File: src/hdl/lcm_pkg.sv
package lcm_pkg;
    // system_control_status bit positions
    localparam int unsigned BIT_PULSED_LIMIT = 7;
    localparam int unsigned BIT_TX_PATH      = 6;
    localparam int unsigned BIT_COMM_MODE    = 5;
    localparam int unsigned BIT_CABLE_COMP   = 4;
    localparam int unsigned BIT_VOLT_SEL     = 3;
    localparam int unsigned BIT_ENABLE       = 2;
    localparam int unsigned BIT_OVERTEMP     = 1;
    localparam int unsigned BIT_OVERLOAD     = 0;
    localparam logic [7:0]  SR_RESET         = 8'h00;
    localparam logic [7:0]  SR_WRITE_MASK    = 8'hfc;

    // bus address: upper five bits fixed, low two from the address-select pin level
    localparam logic [4:0]  ADDR_BASE        = 5'h02;
    localparam logic [1:0]  ADDR_SEL_GND     = 2'h0;
    localparam logic [3:0]  BIT_COUNT_LAST   = 4'h7;
    localparam logic [3:0]  BIT_COUNT_ACK    = 4'h8;

    // output level codes (decoded by the analog side)
    typedef enum logic [1:0] {LCM_LEVEL_LOW, LCM_LEVEL_HIGH} lcm_level_t;
    // boost target codes
    typedef enum logic [2:0] {
        LCM_BOOST_OFF,
        LCM_BOOST_LOW,        // output low + offset
        LCM_BOOST_HIGH,       // output high + offset
        LCM_BOOST_FORCED      // fixed high target
    } lcm_boost_t;

    typedef enum logic [2:0] {
        LCM_IDLE,
        LCM_ADDR,
        LCM_ADDR_ACK,
        LCM_WR_DATA,
        LCM_WR_ACK,
        LCM_RD_DATA,
        LCM_RD_ACK
    } lcm_state_t;
endpackage : lcm_pkg

File: src/hdl/lcm_sync_if.sv
`timescale 1ns/1ns
// synchronised bus pin levels and detected edges, from the sampler to the control core
interface lcm_sync_if;
    logic scl_level;
    logic sda_level;
    logic scl_rise;
    logic scl_fall;
    logic start_seen;
    logic stop_seen;
    logic tone_level;
    logic detect_level;
    modport sampler (output scl_level, sda_level, scl_rise, scl_fall, start_seen, stop_seen, tone_level,
                     detect_level);
    modport core    (input scl_level, sda_level, scl_rise, scl_fall, start_seen, stop_seen, tone_level,
                     detect_level);
endinterface : lcm_sync_if

File: src/hdl/lcm_control.sv
`timescale 1ns/1ns
// Operation
// - a read-addressed transfer shifts the system register out MSB first on master clocks
// - master ack at ninth clock starts another byte, no ack ends the read
// - writable bits read back exactly as written; only two flags are diagnostic
// - overtemp flag follows thermal shutdown, overload flag follows overload protection
// - below undervoltage lockout ignore the bus and hold the register at zero
// - interface accepts configuration only once supply is above the upper threshold
// - address pin level selects one of four addresses; ground gives 0001000
// - mode bit selects tone-burst (0) or control word (1) behaviour
// - in tone-burst mode the pin level gates the tone generator directly
// - tone-burst mode: voltage bit picks level, boost tracks output plus offset
// - control word mode: pin level selects low or high output voltage
// - control word mode: voltage bit only forces boost to fixed high target
// - control word mode, voltage bit clear: pin sets output and boost together
// - detector data appear on the open-drain detect output
// - register layout pulsed-limit..overload, bit7 to bit0, all zero at power-on
// - default address bytes 0x10 write, 0x11 read, lsb is direction
// - enable bit at zero disables all power blocks; cable comp and pulsed-limit outputs still follow their bits
module lcm_control (
    // clock and reset
    input  wire logic                 clk_sys,
    input  wire logic                 reset_n,
    // supply monitor (asserted while supply is above the upper lockout threshold)
    input  wire logic                 supply_ok,
    // serial bus, open drain data
    input  wire logic                 scl_in,
    input  wire logic                 sda_in,
    output logic                      sda_out,
    output logic                      sda_oe,
    // address-select pin, quantised to one of four levels
    input  wire logic [1:0]           addr_level,
    // protection status from the analog side
    input  wire logic                 thermal_shutdown,
    input  wire logic                 overload_active,
    // tone and detect pins
    input  wire logic                 tone_or_level_pin,
    input  wire logic                 tone_detect_in,
    output logic                      tone_detect_out,
    output logic                      tone_detect_oe,
    // analog controls
    output logic                      power_enable,
    output logic                      tone_enable,
    output lcm_pkg::lcm_level_t       output_level,
    output logic                      cable_comp_boost,
    output lcm_pkg::lcm_boost_t       boost_target,
    output logic                      transmit_output,
    output logic                      receive_output,
    output logic                      pulsed_limit_select
);
    import lcm_pkg::*;

    lcm_sync_if sync ();

    lcm_pin_sampler u_sampler (
        .clk_sys           (clk_sys),
        .reset_n           (reset_n),
        .scl_in            (scl_in),
        .sda_in            (sda_in),
        .tone_or_level_pin (tone_or_level_pin),
        .tone_detect_in    (tone_detect_in),
        .sync              (sync.sampler)
    );

    lcm_state_t state_q;
    lcm_state_t state_d;
    logic [7:0] shift_q;
    logic [7:0] shift_d;
    logic [3:0] count_q;
    logic [3:0] count_d;
    logic [5:0] ctrl_q;            // writable bits 7..2
    logic [5:0] ctrl_d;
    logic       rw_q;
    logic       rw_d;
    logic       sda_low_q;
    logic       sda_low_d;
    logic       ok_meta_q;
    logic       ok_q;
    logic [3:0] stat_meta_q;       // address level, overload, thermal
    logic [3:0] stat_q;

    // image of the register as read: writable bits plus live flags
    function automatic logic [7:0] sr_image(input logic [5:0] ctrl, input logic overtemp_flag, input logic overload_flag);
        logic [7:0] img;
        img                = SR_RESET;
        img[7:2]           = ctrl;
        img[BIT_OVERTEMP]  = overtemp_flag;
        img[BIT_OVERLOAD]  = overload_flag;
        return img;
    endfunction : sr_image

    // seven-bit address for the current pin level
    function automatic logic [6:0] own_address(input logic [1:0] lvl);
        return {ADDR_BASE, lvl};
    endfunction : own_address

    // supply monitor, analog status and address pin are asynchronous: two flops before use
    always_ff @(posedge clk_sys or negedge reset_n)
    begin
        if (!reset_n)
        begin
            ok_meta_q   <= 1'b0;
            ok_q        <= 1'b0;
            stat_meta_q <= 4'h0;
            stat_q      <= 4'h0;
        end
        else
        begin
            ok_meta_q   <= supply_ok;
            ok_q        <= ok_meta_q;
            stat_meta_q <= {addr_level, overload_active, thermal_shutdown};
            stat_q      <= stat_meta_q;
        end
    end

    // bus slave; data changes on scl fall, sampled on scl rise
    always_comb
    begin
        state_d   = state_q;
        shift_d   = shift_q;
        count_d   = count_q;
        ctrl_d    = ctrl_q;
        rw_d      = rw_q;
        sda_low_d = sda_low_q;
        if (!ok_q)
        begin
            // lockout: no answer, register cleared
            state_d   = LCM_IDLE;
            ctrl_d    = SR_RESET[7:2];
            sda_low_d = 1'b0;
        end
        else if (sync.stop_seen)
        begin
            state_d   = LCM_IDLE;
            sda_low_d = 1'b0;
        end
        else if (sync.start_seen)
        begin
            state_d   = LCM_ADDR;
            count_d   = 4'h0;
            sda_low_d = 1'b0;
        end
        else if (sync.scl_rise)
        begin
            case (state_q)
                LCM_ADDR, LCM_WR_DATA:
                begin
                    shift_d = {shift_q[6:0], sync.sda_level};
                    count_d = count_q + 4'h1;
                end
                LCM_RD_ACK:
                begin
                    // high on ninth clock is no-ack: stop driving until next start
                    if (sync.sda_level)
                        state_d = LCM_IDLE;
                end
                default:
                begin
                end
            endcase
        end
        else if (sync.scl_fall)
        begin
            case (state_q)
                LCM_ADDR:
                begin
                    if (count_q == BIT_COUNT_ACK)
                    begin
                        if (shift_q[7:1] == own_address(stat_q[3:2]))
                        begin
                            state_d   = LCM_ADDR_ACK;
                            rw_d      = shift_q[0];
                            sda_low_d = 1'b1;
                        end
                        else
                            state_d = LCM_IDLE;
                    end
                end
                LCM_ADDR_ACK, LCM_WR_ACK, LCM_RD_ACK:
                begin
                    count_d = 4'h0;
                    if ((state_q == LCM_ADDR_ACK && rw_q) || state_q == LCM_RD_ACK)
                    begin
                        // flags resampled at the start of each byte
                        shift_d   = sr_image(ctrl_q, stat_q[0], stat_q[1]);
                        sda_low_d = ~shift_d[7];
                        state_d   = LCM_RD_DATA;
                    end
                    else
                    begin
                        sda_low_d = 1'b0;
                        state_d   = LCM_WR_DATA;
                    end
                end
                LCM_WR_DATA:
                begin
                    if (count_q == BIT_COUNT_ACK)
                    begin
                        ctrl_d    = shift_q[7:2]; // flags are read-only
                        sda_low_d = 1'b1;
                        state_d   = LCM_WR_ACK;
                    end
                end
                LCM_RD_DATA:
                begin
                    if (count_q == BIT_COUNT_LAST)
                    begin
                        sda_low_d = 1'b0;             // release for master ack
                        state_d   = LCM_RD_ACK;
                    end
                    else
                    begin
                        shift_d   = {shift_q[6:0], 1'b0};
                        count_d   = count_q + 4'h1;
                        sda_low_d = ~shift_d[7];
                    end
                end
                default:
                begin
                end
            endcase
        end
    end

    always_ff @(posedge clk_sys or negedge reset_n)
    begin
        if (!reset_n)
        begin
            state_q   <= LCM_IDLE;
            shift_q   <= SR_RESET;
            count_q   <= 4'h0;
            ctrl_q    <= SR_RESET[7:2];
            rw_q      <= 1'b0;
            sda_low_q <= 1'b0;
        end
        else
        begin
            state_q   <= state_d;
            shift_q   <= shift_d;
            count_q   <= count_d;
            ctrl_q    <= ctrl_d;
            rw_q      <= rw_d;
            sda_low_q <= sda_low_d;
        end
    end

    // analog control decode, registered so every output is a flop
    logic       en_d;
    logic       tone_d;
    lcm_level_t level_d;
    lcm_boost_t boost_d;
    logic       tx_d;
    logic       det_d;

    always_comb
    begin
        en_d    = ctrl_q[BIT_ENABLE - 2] & ~stat_q[0];
        level_d = LCM_LEVEL_LOW;
        boost_d = LCM_BOOST_OFF;
        tone_d  = 1'b0;
        if (!ctrl_q[BIT_COMM_MODE - 2])
        begin
            // tone-burst mode
            tone_d  = sync.tone_level;
            level_d = ctrl_q[BIT_VOLT_SEL - 2] ? LCM_LEVEL_HIGH : LCM_LEVEL_LOW;
            boost_d = ctrl_q[BIT_VOLT_SEL - 2] ? LCM_BOOST_HIGH : LCM_BOOST_LOW;
        end
        else
        begin
            level_d = sync.tone_level ? LCM_LEVEL_HIGH : LCM_LEVEL_LOW;
            if (ctrl_q[BIT_VOLT_SEL - 2])
                boost_d = LCM_BOOST_FORCED;
            else
                boost_d = sync.tone_level ? LCM_BOOST_HIGH : LCM_BOOST_LOW;
        end
        if (!en_d)
        begin
            tone_d  = 1'b0;
            boost_d = LCM_BOOST_OFF;
        end
        tx_d  = ctrl_q[BIT_TX_PATH - 2];
        // open drain: pull low while detector reports low
        det_d = ~sync.detect_level;
    end

    always_ff @(posedge clk_sys or negedge reset_n)
    begin
        if (!reset_n)
        begin
            sda_out             <= 1'b0;
            sda_oe              <= 1'b0;
            tone_detect_out     <= 1'b0;
            tone_detect_oe      <= 1'b0;
            power_enable        <= 1'b0;
            tone_enable         <= 1'b0;
            output_level        <= LCM_LEVEL_LOW;
            cable_comp_boost    <= 1'b0;
            boost_target        <= LCM_BOOST_OFF;
            transmit_output     <= 1'b0;
            receive_output      <= 1'b0;
            pulsed_limit_select <= 1'b0;
        end
        else
        begin
            sda_out             <= 1'b0;
            sda_oe              <= sda_low_d;
            tone_detect_out     <= 1'b0;
            tone_detect_oe      <= det_d;
            power_enable        <= en_d;
            tone_enable         <= tone_d;
            output_level        <= level_d;
            cable_comp_boost    <= ctrl_q[BIT_CABLE_COMP - 2];
            boost_target        <= boost_d;
            transmit_output     <= en_d & tx_d;
            receive_output      <= en_d & ~tx_d;
            pulsed_limit_select <= ctrl_q[BIT_PULSED_LIMIT - 2];
        end
    end
endmodule : lcm_control

File: src/hdl/lcm_pin_sampler.sv
`timescale 1ns/1ns
// two-flop synchronisers for the bus, tone and detect pins plus bus edge and condition detection
module lcm_pin_sampler (
    // clock and reset
    input  wire logic clk_sys,
    input  wire logic reset_n,
    // raw pins
    input  wire logic scl_in,
    input  wire logic sda_in,
    input  wire logic tone_or_level_pin,
    input  wire logic tone_detect_in,
    // synchronised view
    lcm_sync_if.sampler sync
);
    import lcm_pkg::*;

    logic [3:0] meta_q;
    logic [3:0] meta_d;
    logic [3:0] stab_q;
    logic [3:0] stab_d;
    logic [1:0] prev_q;
    logic [1:0] prev_d;

    // second flop is the only reader of the first
    always_comb
    begin
        meta_d = {tone_detect_in, tone_or_level_pin, sda_in, scl_in};
        stab_d = meta_q;
        prev_d = stab_q[1:0];
    end

    always_ff @(posedge clk_sys or negedge reset_n)
    begin
        if (!reset_n)
        begin
            meta_q <= 4'hf;
            stab_q <= 4'hf;
            prev_q <= 2'h3;
        end
        else
        begin
            meta_q <= meta_d;
            stab_q <= stab_d;
            prev_q <= prev_d;
        end
    end

    // start/stop only count while clock is held high on both samples
    always_comb
    begin
        sync.scl_level    = stab_q[0];
        sync.sda_level    = stab_q[1];
        sync.tone_level   = stab_q[2];
        sync.detect_level = stab_q[3];
        sync.scl_rise     = stab_q[0] & ~prev_q[0];
        sync.scl_fall     = ~stab_q[0] & prev_q[0];
        sync.start_seen   = stab_q[0] & prev_q[0] & prev_q[1] & ~stab_q[1];
        sync.stop_seen    = stab_q[0] & prev_q[0] & ~prev_q[1] & stab_q[1];
    end
endmodule : lcm_pin_sampler

File: config.mk
export PLATFORM = sky130hd
export DESIGN_NAME = lcm_control
export DESIGN_NICKNAME = d
export VERILOG_FILES = /design/src/hdl/lcm_pkg.sv /design/src/hdl/lcm_sync_if.sv /design/src/hdl/lcm_control.sv /design/src/hdl/lcm_pin_sampler.sv
export SDC_FILE = /design/constraint.sdc
export NUM_CORES = 1
export LEC_CHECK = 0
export BUFFER_PORTS_ARGS = -buffer_cell sky130_fd_sc_hd__buf_2
export CAP_MARGIN = 5
export CORE_MARGIN = 10
export CORE_UTILIZATION = 35
export CTS_CLUSTER_DIAMETER = 150
export DETAILED_ROUTE_END_ITERATION = 10
export PLACE_DENSITY = 0.49
export SYNTH_ARGS = -nofsm -noshare
export SYNTH_HDL_FRONTEND = slang
export SYNTH_SLANG_ARGS = --single-unit
File: constraint.sdc
create_clock -name clk_sys -period 4.7 [get_ports clk_sys]
set_clock_uncertainty 0.15 [all_clocks]
set_input_delay 0.235 -clock clk_sys [delete_from_list [all_inputs] [get_ports clk_sys]]
set_output_delay 0.235 -clock clk_sys [all_outputs]
set_load 0.05 [all_outputs]
**Word level (Yosys, flattened, before mapping)**

Cells that the tools add are included.

- Eq/ne operators: 33
- Add/sub/neg operators: 1
- Muxes and demuxes: 53
- Reductions and logical operators: 14
- Bitwise logic cells: 22

Operator list:

| operator | number |
|---|---|
| 6-bit two-way mux | 7 |
| 8-bit two-way mux | 5 |
| 3-bit two-way mux | 13 |
| 4-bit two-way mux | 5 |
| 5-bit inequality test (second input constant) | 4 |
| 6-bit inequality test (second input constant) | 3 |
| 6-bit AND reduction | 3 |
| 8-bit case mux with 2 select lines | 1 |
| 8-bit AND reduction | 2 |
| 1-bit two-way mux | 14 |
| 4-bit inequality test (second input constant) | 3 |
| 1-bit NOT | 12 |
| 3-bit case mux with 4 select lines | 1 |
| 1-bit AND | 10 |
| 2-bit two-way mux | 5 |
| 5-bit by 4-bit inequality test with 1-bit output (second input constant) | 2 |
| 3-bit equality test (second input constant) | 3 |
| 2-bit inequality test (second input constant) | 4 |
| 8-bit by 4-bit inequality test with 1-bit output (second input constant) | 1 |
| 4-bit case mux with 2 select lines | 1 |
| 7-bit by 4-bit equality test with 1-bit output | 1 |
| 7-bit by 3-bit inequality test with 1-bit output (second input constant) | 1 |
| 7-bit AND reduction | 1 |
| 3-bit by 2-bit equality test with 1-bit output (second input constant) | 2 |
| other kinds (15) | 19 |

- Output and inout port bits: 15
- Logic and storage cells: 145
- Bits of input ports: 11
- Flip-flop bits (word level): 55

**Logic depth before layout (Yosys ltp)**

Gate-level depths: netlist (run 1).

- Word-level depth: 10
- Gate-level depth with buffers: 8
- Gate-level depth less buffers: 7

**By module**

From an unflattened synthesis (run 1), not the netlist that was laid out.

- Cells, all modules: 200
- Area total of the unflattened synthesis: 2,319.7 µm²

By module, submodules not included:

| module | cells an instance | area each (µm²) | instances |
|---|---|---|---|
| lcm_control | 186 | 2,024.4 | 1 |
| lcm_pin_sampler | 14 | 295.3 | 1 |

**Worst setup path before layout (run 1)**

No wires, ideal clock.

- Path type: register to register
- From: register u_sampler.prev_q[0]
- To: register rw_q
- Library setup time: 0.125 ns
- Required time: 4.425 ns
- Slack: 2.487 ns
- Cell stages (with the launch flop): 8
- Arrival: 1.938 ns
- Path buffers: 1
- Path through: dfstp_2 > inv_1 > ha_1 > clkbuf_1 > nand2b_1 > or3_1 > nor4_1 > mux2_2

- Longest elaborated chain between the ends: 5
- Elaborated cells on any way between the ends: 12

Ends and longest elaborated chain:

| element | RTL line | text |
|---|---|---|
| from (decl) | lcm_pin_sampler.sv:21 | `logic [1:0] prev_q;` |
| from (signal assigned) | lcm_pin_sampler.sv:44 | `prev_q <= prev_d;` |
| 1-bit AND | lcm_pin_sampler.sv:57, lcm_pin_sampler.sv:58 |  |
| 1-bit AND (on tied branches) (2 in series) | lcm_pin_sampler.sv:58, lcm_pin_sampler.sv:57 |  |
| 1-bit NOT (no source line) | -- |  |
| 8-bit AND reduction (no source line) * | -- |  |
| to (signal assigned) | lcm_control.sv:242 | `rw_q <= rw_d;` |
| to (decl) | lcm_control.sv:73 | `logic rw_q;` |

Every way passes the cells marked *; elsewhere a longest branch is shown, timed or not.
A chain may end at the register's enable or synchronous reset.

**Worst setup path in the final report (run 1)**

- From: register u_sampler.prev_q[0]
- To: register shift_q[2]

- Longest elaborated chain between the ends: 5
- Elaborated cells on any way between the ends: 17

Ends and longest elaborated chain:

| element | RTL line | text |
|---|---|---|
| 1-bit AND | lcm_pin_sampler.sv:57, lcm_pin_sampler.sv:58 |  |
| 1-bit AND (on tied branches) (2 in series) | lcm_pin_sampler.sv:58, lcm_pin_sampler.sv:57 |  |
| 1-bit NOT (no source line) | -- |  |
| 8-bit AND reduction (no source line) | -- |  |
| to (signal assigned) | lcm_control.sv:239 | `shift_q <= shift_d;` |
| to (decl) | lcm_control.sv:67 | `logic [7:0] shift_q;` |

Parallel ways exist; a longest one is shown, timed or not.

==> results of run 1 <==
==> placed cells by master (no fill, tap or decap), types with 6 or more instances in the layout <==
cell and instances:
dfrtp_1 43, buf_2 21, nand2_1 17, mux2_2 17
nor2_1 10, dlygate4sd3_1 10, dfstp_2 10, inv_1 8
a22o_1 8, o21ai_0 6
==> state kept, by name, indices dropped and copies added (netlist names), 2 cells and up <==
| name | cells |
|---|---|
| ctrl_q | 6 |
| stat_q | 4 |
| state_q | 3 |
| shift_q | 8 |
| boost_target | 2 |
| u_sampler.prev_q | 2 |
| u_sampler.meta_q | 4 |
| stat_meta_q | 4 |
| u_sampler.stab_q | 4 |
| count_q | 4 |
==> final cells by class <==
cell class	instances	area (um2)	share of cell area (%)
Inverter	8	30.0	1.11
Sequential cell	53	1340	49.4
Clock inverter	3	48.8	1.80
Timing Repair Buffer	32	213	7.85
Multi-Input combinational cell	129	915	33.7
Clock buffer	5	68.8	2.54
Tap cell	77	96.3	3.55
==> routing by layer <==
metal / up-vias / share of wire, %
li1: 756 / -
met1: 747 / 52
met2: 27 / 42
met3: 6 / 4.4
met4: 0 / 1.4
met5: - / 0
==> worst paths after layout <==
check	from	end	slack (ns)	cells past startpoint
setup / recovery	u_sampler.prev_q[0]	shift_q[2]	2.18	5
setup reg to reg	u_sampler.prev_q[0]	shift_q[2]	2.18	5
hold / removal	stat_meta_q[3]	stat_q[3]	0.21	0
min in group asynchronous	reset_n	count_q[2]	0.42	3
max in group asynchronous	reset_n	state_q[0]	3.54	3
hold reg to reg	stat_meta_q[3]	stat_q[3]	0.21	0
==> logic make-up after synthesis <==
logic type | count (synthesis) | synth area share [%]
AND/OR/NAND/NOR | 67 | 16.3
flip-flops | 53 | 57.3
AO/OA/AOI/OAI | 33 | 10.2
multiplexers | 17 | 8.20
buffers and inverters | 17 | 3.97
adder cells (fa/ha/maj) | 5 | 2.68
XOR/XNOR | 3 | 1.13
other | 1 | 0.161
==> through the flow <==
stage,hold slack [ns],cell area [um2],instances,util (%)
floorplan,-0.211,2350,199,-
global placement,0.183,2490,289,38.8
detailed placement,0.186,2490,289,38.8
CTS,0.209,2710,307,42.2
global route,0.219,2710,307,42.2
finish,0.207,2710,307,42.2
==> worst max-delay path: stages, from the launching register on <==
cell and delay, ns:
dfstp_2 0.56, inv_1 0.04, ha_1 0.27, nor2_1 0.72
mux2_2 0.41, mux2_2 0.26
==> power breakdown <==
part | leakage, nW | internal [mW] | total [mW] | switching (mW)
Clock | 0.0563 | 0.163 | 0.333 | 0.170
Sequential | 0.670 | 0.480 | 0.500 | 0.0203
Combinational | 0.529 | 0.0353 | 0.0799 | 0.0446
==> what timing repair did <==
| action | CTS | global route |
|---|---|---|
| endpoints found under the hold margin | 52 | 0 |
| hold buffers | 10 | 0 |
| setup buffers | 0 | 0 |
==> flow_summary.json, run 1 <==
{
  "finalSetupTns_ns": 0,
  "antenna_found_initial": 0,
  "gp_congestion": 0.848,
  "use_met1_pct": 12.4,
  "timing.final.ws_setup_ns": 2.18,
  "die_w_um": 102,
  "clk_latency_ns": 0.32,
  "track_usage_pct": 9.28,
  "hold_path_class": "flop to flop",
  "totalWireLength_mm": 4.61,
  "drt_first_pass_iters": 4,
  "grtUsageMet2_pct": 13.5,
  "io_pins": 26,
  "cts_made_buffers": 5,
  "ir_worst_vdd_mv": 0.144,
  "grt_max_degree": 54,
  "leakage_nw": 1.26,
  "ys.flop_type": "dfrtp_1",
  "setup_viol_count_final": 0,
  "areaGrowthSynthToFinish_pct": 16.1,
  "ant_nets": 0,
  "row_count": 29,
  "crit_fanout": 12,
  "timing.critical_path.required_ns": 4.76,
  "wl_per_cell_um": 15.0,
  "clkTransAtPathRegs_ns": 0.10,
  "yosysSeqAreaShare_pct": 57.3,
  "first_iter_violations": 35,
  "synth_edf_count": 0,
  "first_global_vias": 1522,
  "fp.dieArea_mm2": 0.0103,
  "vias": 1536,
  "syn_area_mm2": 0.00233,
  "yosysUniqueCellTypes": 49,
  "synth_common_cells": "dfrtp_1 (43), mux2_2 (17), nand2_1 (17)",
  "core-area_mm2": 0.00642,
  "clockBufferDepth": 2,
  "htreeDepth": 2,
  "start_util_pct": 36.4,
  "maxCapViolations": 0,
  "drc_errors": 0,
  "die_height_um": 102,
  "grt_first_pass_wirelength_mm": 7.61,
  "numClockSinks": 53,
  "tightest_slew_ns": 0.885,
  "cts-resized-gates": 0,
  "critical_path_class": "flop to flop",
  "root_buffer": "clkbuf_8",
  "end_kind": "flop",
  "nFillCells": 612,
  "yosysWarnings": 0,
  "grt-ovfl-total": 0,
  "drv_slew": 0,
  "start_kind": "flop",
  "synthTopCellsByArea": "dfrtp_1 (46%), dfstp_2 (11%), mux2_2 (8.2%), a22o_1 (3.0%), nand2_1 (2.7%)",
  "period_needed_ns": 2.52,
  "synth_most_common_cell": "dfrtp_1",
  "syn_inst": 196,
  "fin_crit_sh_pct": 53.6,
  "hold_viol": 0,
  "relSlewSlack_pct": 40.8,
  "rsz0062_at_grt": "no",
  "synth_top_area_share_pct": 46.1,
  "finalPower_mw": 0.913,
  "status": "finished, final reports clean",
  "drive_gt1_share_pct": 26.1,
  "avgSynthCellArea_um2": 11.9,
  "fmax_mhz": 397,
  "grt_busiest_layer": "met2",
  "post-synth-top-area-cell": "dfrtp_1",
  "globalRouteMet3Util_pct": 2.93,
  "hpwl_mm": 3.13,
  "power.density_mw_per_mm2": 337,
  "cts_tree": "done",
  "vias_per_cell": 5.00,
  "arrival_ns": 2.58,
  "port_buffers": 21,
  "antennaDiodeCount": 0,
  "async_flop_share_pct": 100,
  "synth_seq_cells": 53,
  "dp_slack_ns": 2.17,
  "nNetsFinal": 245
}
Note: power is estimated with default switching activity, not from simulation.
==> inputs of run 2 (changes only) <==
PLACE_DENSITY = 0.51   (was 0.49)
clock period = 2.27 ns   (was 4.7 ns; I/O delays follow)
==> run 2 against run 1 <==
Net effect: register-to-register slack got worse by 2.1 ns; fmax increased by 16%; non-clock buffer count increased by 11; power increased by 95%; utilization increased by 1.8 points; routed wire length decreased by 1.8%; hold slack got worse by 0.033 ns; worst setup slack got worse by 2.1 ns; clock-buffer cell count unchanged; final cell count increased by 3.6%.
==> flow_summary.json, run 2 (synthesis gave the netlist of run 1 again) <==
{
  "leakage_nw": 1.31,
  "dp_slack_ns": 0.00732,
  "cp_top_family": "simple AND/OR/NAND/NOR gates",
  "final_common_cell": "dfrtp_1",
  "tightest_slew_ns": 0.570,
  "fin_crit_sh_pct": 96.1,
  "totalWireLength_mm": 4.53,
  "hpwl_mm": 3.22,
  "clk_latency_ns": 0.31,
  "hold_viol": 0,
  "timing.final.ws_setup_ns": 0.0886,
  "clkTransAtPathRegs_ns": 0.10,
  "drt_first_pass_iters": 5,
  "critical_path_buf_inv_count": 3,
  "cp_num_cells": 8,
  "final_util_pct": 44.0,
  "timing.critical_path.required_ns": 2.32,
  "vias_per_cell": 4.92,
  "relSlewSlack_pct": 62.0,
  "start_util_pct": 36.4,
  "reg2reg_slack_ns": 0.09,
  "drive_gt1_share_pct": 32.0,
  "critical_path_class": "flop to flop",
  "rsz0062_at_grt": "no",
  "power.density_mw_per_mm2": 631,
  "port_buffers": 21,
  "die_w_um": 102,
  "crit_slowest_cell": "dfstp_2",
  "end_kind": "flop",
  "largest_reg_flops": 8,
  "die_height_um": 102,
  "finalSetupTns_ns": 0,
  "cts_tree": "done",
  "wl_per_cell_um": 14.2,
  "start_kind": "flop",
  "grt_max_degree": 30,
  "nNetsFinal": 256,
  "period_needed_ns": 2.18,
  "root_buffer": "clkbuf_8",
  "row_count": 29,
  "areaGrowthSynthToFinish_pct": 21.1,
  "antennaDiodeCount": 0,
  "placed_cell_area_mm2": 0.00260,
  "ir_worst_vdd_mv": 0.363,
  "track_usage_pct": 9.27,
  "arrival_ns": 2.23,
  "core-area_mm2": 0.00642,
  "final_cell_mix": "dfrtp_1 (43), buf_2 (21), nand2_1 (17), mux2_2 (17)",
  "crit_fanout": 8,
  "drv_slew": 0,
  "r2r-end": "shift_q[4]",
  "regMostFlops": "shift_q",
  "fp.dieArea_mm2": 0.0103,
  "top_regs": "shift_q (8), ctrl_q (6)",
  "r2r_cells": 8,
  "status": "finished, final reports clean",
  "first_iter_violations": 56,
  "ant_nets": 0,
  "max_stage_delay_ns": 0.55,
  "cts_setup_buffers": 0,
  "cts_made_buffers": 5,
  "io_pins": 26,
  "antenna_found_initial": 0,
  "first_global_vias": 1545,
  "dp.cells": 300,
  "clockBufferDepth": 2,
  "setup_viol_count_final": 0,
  "grt_first_pass_wirelength_mm": 7.65,
  "r2r_start": "u_sampler.prev_q[0]",
  "maxCapViolations": 0,
  "hold_path_class": "input pin to asynchronous set/reset pin",
  "gp_congestion": 0.846,
  "stdcell_count": 318,
  "numClockSinks": 53,
  "finalInstanceArea_mm2": 0.00283,
  "drc_errors": 0,
  "vias": 1563,
  "grt-ovfl-total": 0,
  "fmax_mhz": 458,
  "htreeDepth": 2,
  "crit_chain": "inv_1, ha_2, buf_4, or3_4, nand2_1, nor3_4, buf_12, mux2_2"
}
-- run 2: per-layer routing --
layer | GRT usage [%] | up-vias | wire length, um
li1 | - | 780 | -
met1 | 12.4 | 742 | 2200
met2 | 13.5 | 37 | 2030
met3 | 2.93 | 4 | 240
met4 | 3.85 | 0 | 58
met5 | 0 | - | 0
-- run 2: timing repair --
item	4_1_cts	5_1_grt
endpoints found under the hold margin	26	0
gates resized for setup	1	5
endpoints found under the setup margin	6	19
hold buffers	10	0
-- run 2: cell type report --
class / count / area, um2
flip-flops and latches: 53 / 1340
multi-input cells: 129 / 940
clock buffers: 5 / 68.8
well taps: 77 / 96.3
fillers: 599 / 3590
inverters: 8 / 30.0
clock inverters: 3 / 33.8
repair buffers: 43 / 320
-- run 2: per-stage QoR --
| stage | total power [mW] | hold WS (ns) |
|---|---|---|
| 3_3_place_gp | 1.22 | -0.00788 |
| 4_1_cts | 1.81 | 0.192 |
| 5_1_grt | 1.88 | 0.216 |
| 3_5_place_dp | 1.22 | -0.00747 |
| 2_1_floorplan | 1.15 | -0.332 |
| 6_report | 1.78 | 0.175 |
-- run 2: worst max-delay path by stage --
stage	slack, ns	end	start
after floorplan	0.06	rw_q	u_sampler.prev_q[0]
after global placement	0.04	shift_q[3]	u_sampler.prev_q[0]
after detailed placement	0.007	shift_q[3]	u_sampler.prev_q[0]
after CTS	0.02	shift_q[0]	u_sampler.prev_q[0]
after global routing	0.008	ctrl_q[1]	u_sampler.prev_q[0]
final	0.09	shift_q[4]	u_sampler.prev_q[0]
-- run 2: where the power goes --
group	switching [mW]	internal, mW	leakage (nW)
combinational	0.0972	0.0860	0.592
sequential	0.0355	0.994	0.670
clock	0.341	0.231	0.0511
==> inputs of run 3 (changes only) <==
CORE_ASPECT_RATIO = 0.75   (was not set)
==> run 3 against run 2 <==
Net effect: sequential power about the same; sequential share of layout area grew 0.64 points; routed wire length is 0.80% higher.
==> flow_summary.json, run 3 (synthesis gave the netlist of run 1 again) <==
{
  "grt_first_pass_wirelength_mm": 7.79,
  "io_pins": 26,
  "ir_worst_vdd_mv": 0.280,
  "power.density_mw_per_mm2": 619,
  "areaGrowthSynthToFinish_pct": 19.5,
  "first_global_vias": 1573,
  "top_regs": "shift_q (8), ctrl_q (6)",
  "maxCapViolations": 0,
  "crit_slowest_cell": "dfstp_2",
  "timing.final.ws_setup_ns": 0.0811,
  "port_buffers": 21,
  "grt-ovfl-total": 0,
  "globalRouteMet3Util_pct": 2.66,
  "leakage_nw": 1.29,
  "relSlewSlack_pct": 61.7,
  "htreeDepth": 2,
  "rsz0062_at_grt": "no",
  "drc_errors": 0,
  "ant_nets": 0,
  "core-area_mm2": 0.00638,
  "die_w_um": 114,
  "clk_latency_ns": 0.30,
  "antenna_found_initial": 0,
  "clkTransAtPathRegs_ns": 0.09,
  "root_buffer": "clkbuf_8",
  "use_met1_pct": 13.5,
  "status": "finished, final reports clean",
  "final_common_cell": "dfrtp_1",
  "grtUsageMet2_pct": 12.2,
  "row_count": 25,
  "r2r-end": "rw_q",
  "r2r_start": "u_sampler.prev_q[0]",
  "final_cell_mix": "dfrtp_1 (43), buf_2 (21), mux2_2 (17)",
  "start_kind": "flop",
  "die_height_um": 90.7,
  "drv_slew": 0,
  "fp.dieArea_mm2": 0.0104,
  "timing.critical_path.required_ns": 2.31,
  "start_util_pct": 36.6,
  "hpwl_mm": 3.36,
  "clockBufferDepth": 2,
  "wl_per_cell_um": 14.2,
  "fin_crit_sh_pct": 96.4,
  "nNetsFinal": 255,
  "totalWireLength_mm": 4.56,
  "crit_fanout": 4,
  "first_iter_violations": 99,
  "crit_chain": "inv_1, ha_2, nand2b_1, or3_1, nor4_1, mux2_2",
  "end_kind": "flop",
  "cts_made_buffers": 5,
  "cts_tree": "done",
  "drive_gt1_share_pct": 30.8,
  "max_stage_delay_ns": 0.56,
  "largest_reg_flops": 8,
  "grt_max_degree": 25,
  "tightest_slew_ns": 0.569,
  "vias": 1575,
  "r2r_cells": 6,
  "arrival_ns": 2.23,
  "vias_per_cell": 4.91,
  "dp_slack_ns": -0.0357,
  "critical_path_class": "flop to flop",
  "fmax_mhz": 457,
  "hold_path_class": "input pin to asynchronous set/reset pin",
  "finalPower_mw": 1.73,
  "reg2reg_slack_ns": 0.08,
  "grt_busiest_layer": "met1",
  "numClockSinks": 53,
  "period_needed_ns": 2.19,
  "regMostFlops": "shift_q",
  "drt_first_pass_iters": 4,
  "gp_congestion": 0.859,
  "antennaDiodeCount": 0,
  "track_usage_pct": 9.15,
  "setup_viol_count_final": 0,
  "hold_viol": 0
}
run 3: cell types whose count changed in the layout (fill, tap and decap cells not counted), sizes merged:
cell / change
clkinv: -3
clkbuf: +2
buf: -1
clkinvlp: +1
run 3: worst max-delay path by stage:
stage / start / slack [ns] / end
after floorplan: u_sampler.prev_q[0] / 0.06 / rw_q
after global placement: u_sampler.prev_q[0] / 0.008 / shift_q[3]
after detailed placement: u_sampler.prev_q[0] / -0.04 / shift_q[2]
after CTS: u_sampler.prev_q[0] / 0.02 / rw_q
after global routing: u_sampler.prev_q[0] / 0.009 / rw_q
final: u_sampler.prev_q[0] / 0.08 / rw_q
run 3: what timing repair did:
action	CTS	global route
resized for setup	1	5
hold buffers	10	0
setup endpoints to repair	7	19
endpoints found under the hold margin	31	0
buffers inserted	0	1
run 3: cell type report:
class / count / area (um2)
sequential: 53 / 1340
clock inverter: 1 / 7.51
clock buffer: 7 / 76.3
multi-input combinational: 129 / 936
tap: 81 / 101
inverter: 8 / 30.0
fill: 625 / 3590
timing repair buffer: 42 / 300
run 3: stage by stage:
stage / utilization [%] / TNS, ns / hold slack [ns] / area (um2) / cells
detailed placement: 40.4 / -0.119 / -0.0330 / 2580 / 302
floorplan: - / 0 / -0.332 / 2350 / 199
finish: 43.7 / 0 / 0.156 / 2790 / 321
global route: 43.7 / 0 / 0.207 / 2790 / 321
global placement: 40.4 / 0 / -0.0386 / 2580 / 302
CTS: 43.3 / 0 / 0.167 / 2760 / 320
run 3: critical path, delay by kind of cell, from the launching register on:
kind / cells / cell delay [ns]
and+or+nand+nor: 3 / 0.76
buffers and inverters: 1 / 0.05
DFF: 1 / 0.56
adders and majority gates: 1 / 0.19
muxes: 1 / 0.38
run 3: metal layers:
| layer | routed length (um) | vias up |
|---|---|---|
| met5 | 0 | - |
| met4 | 34 | 0 |
| met3 | 242 | 4 |
| met2 | 1780 | 43 |
| met1 | 2500 | 752 |
| li1 | - | 776 |
run 3: power by group:
part           internal, mW  switching [mW]
Combinational        0.0853          0.0974
Clock                 0.219           0.294
Sequential            0.994          0.0385
Total                  1.30           0.430
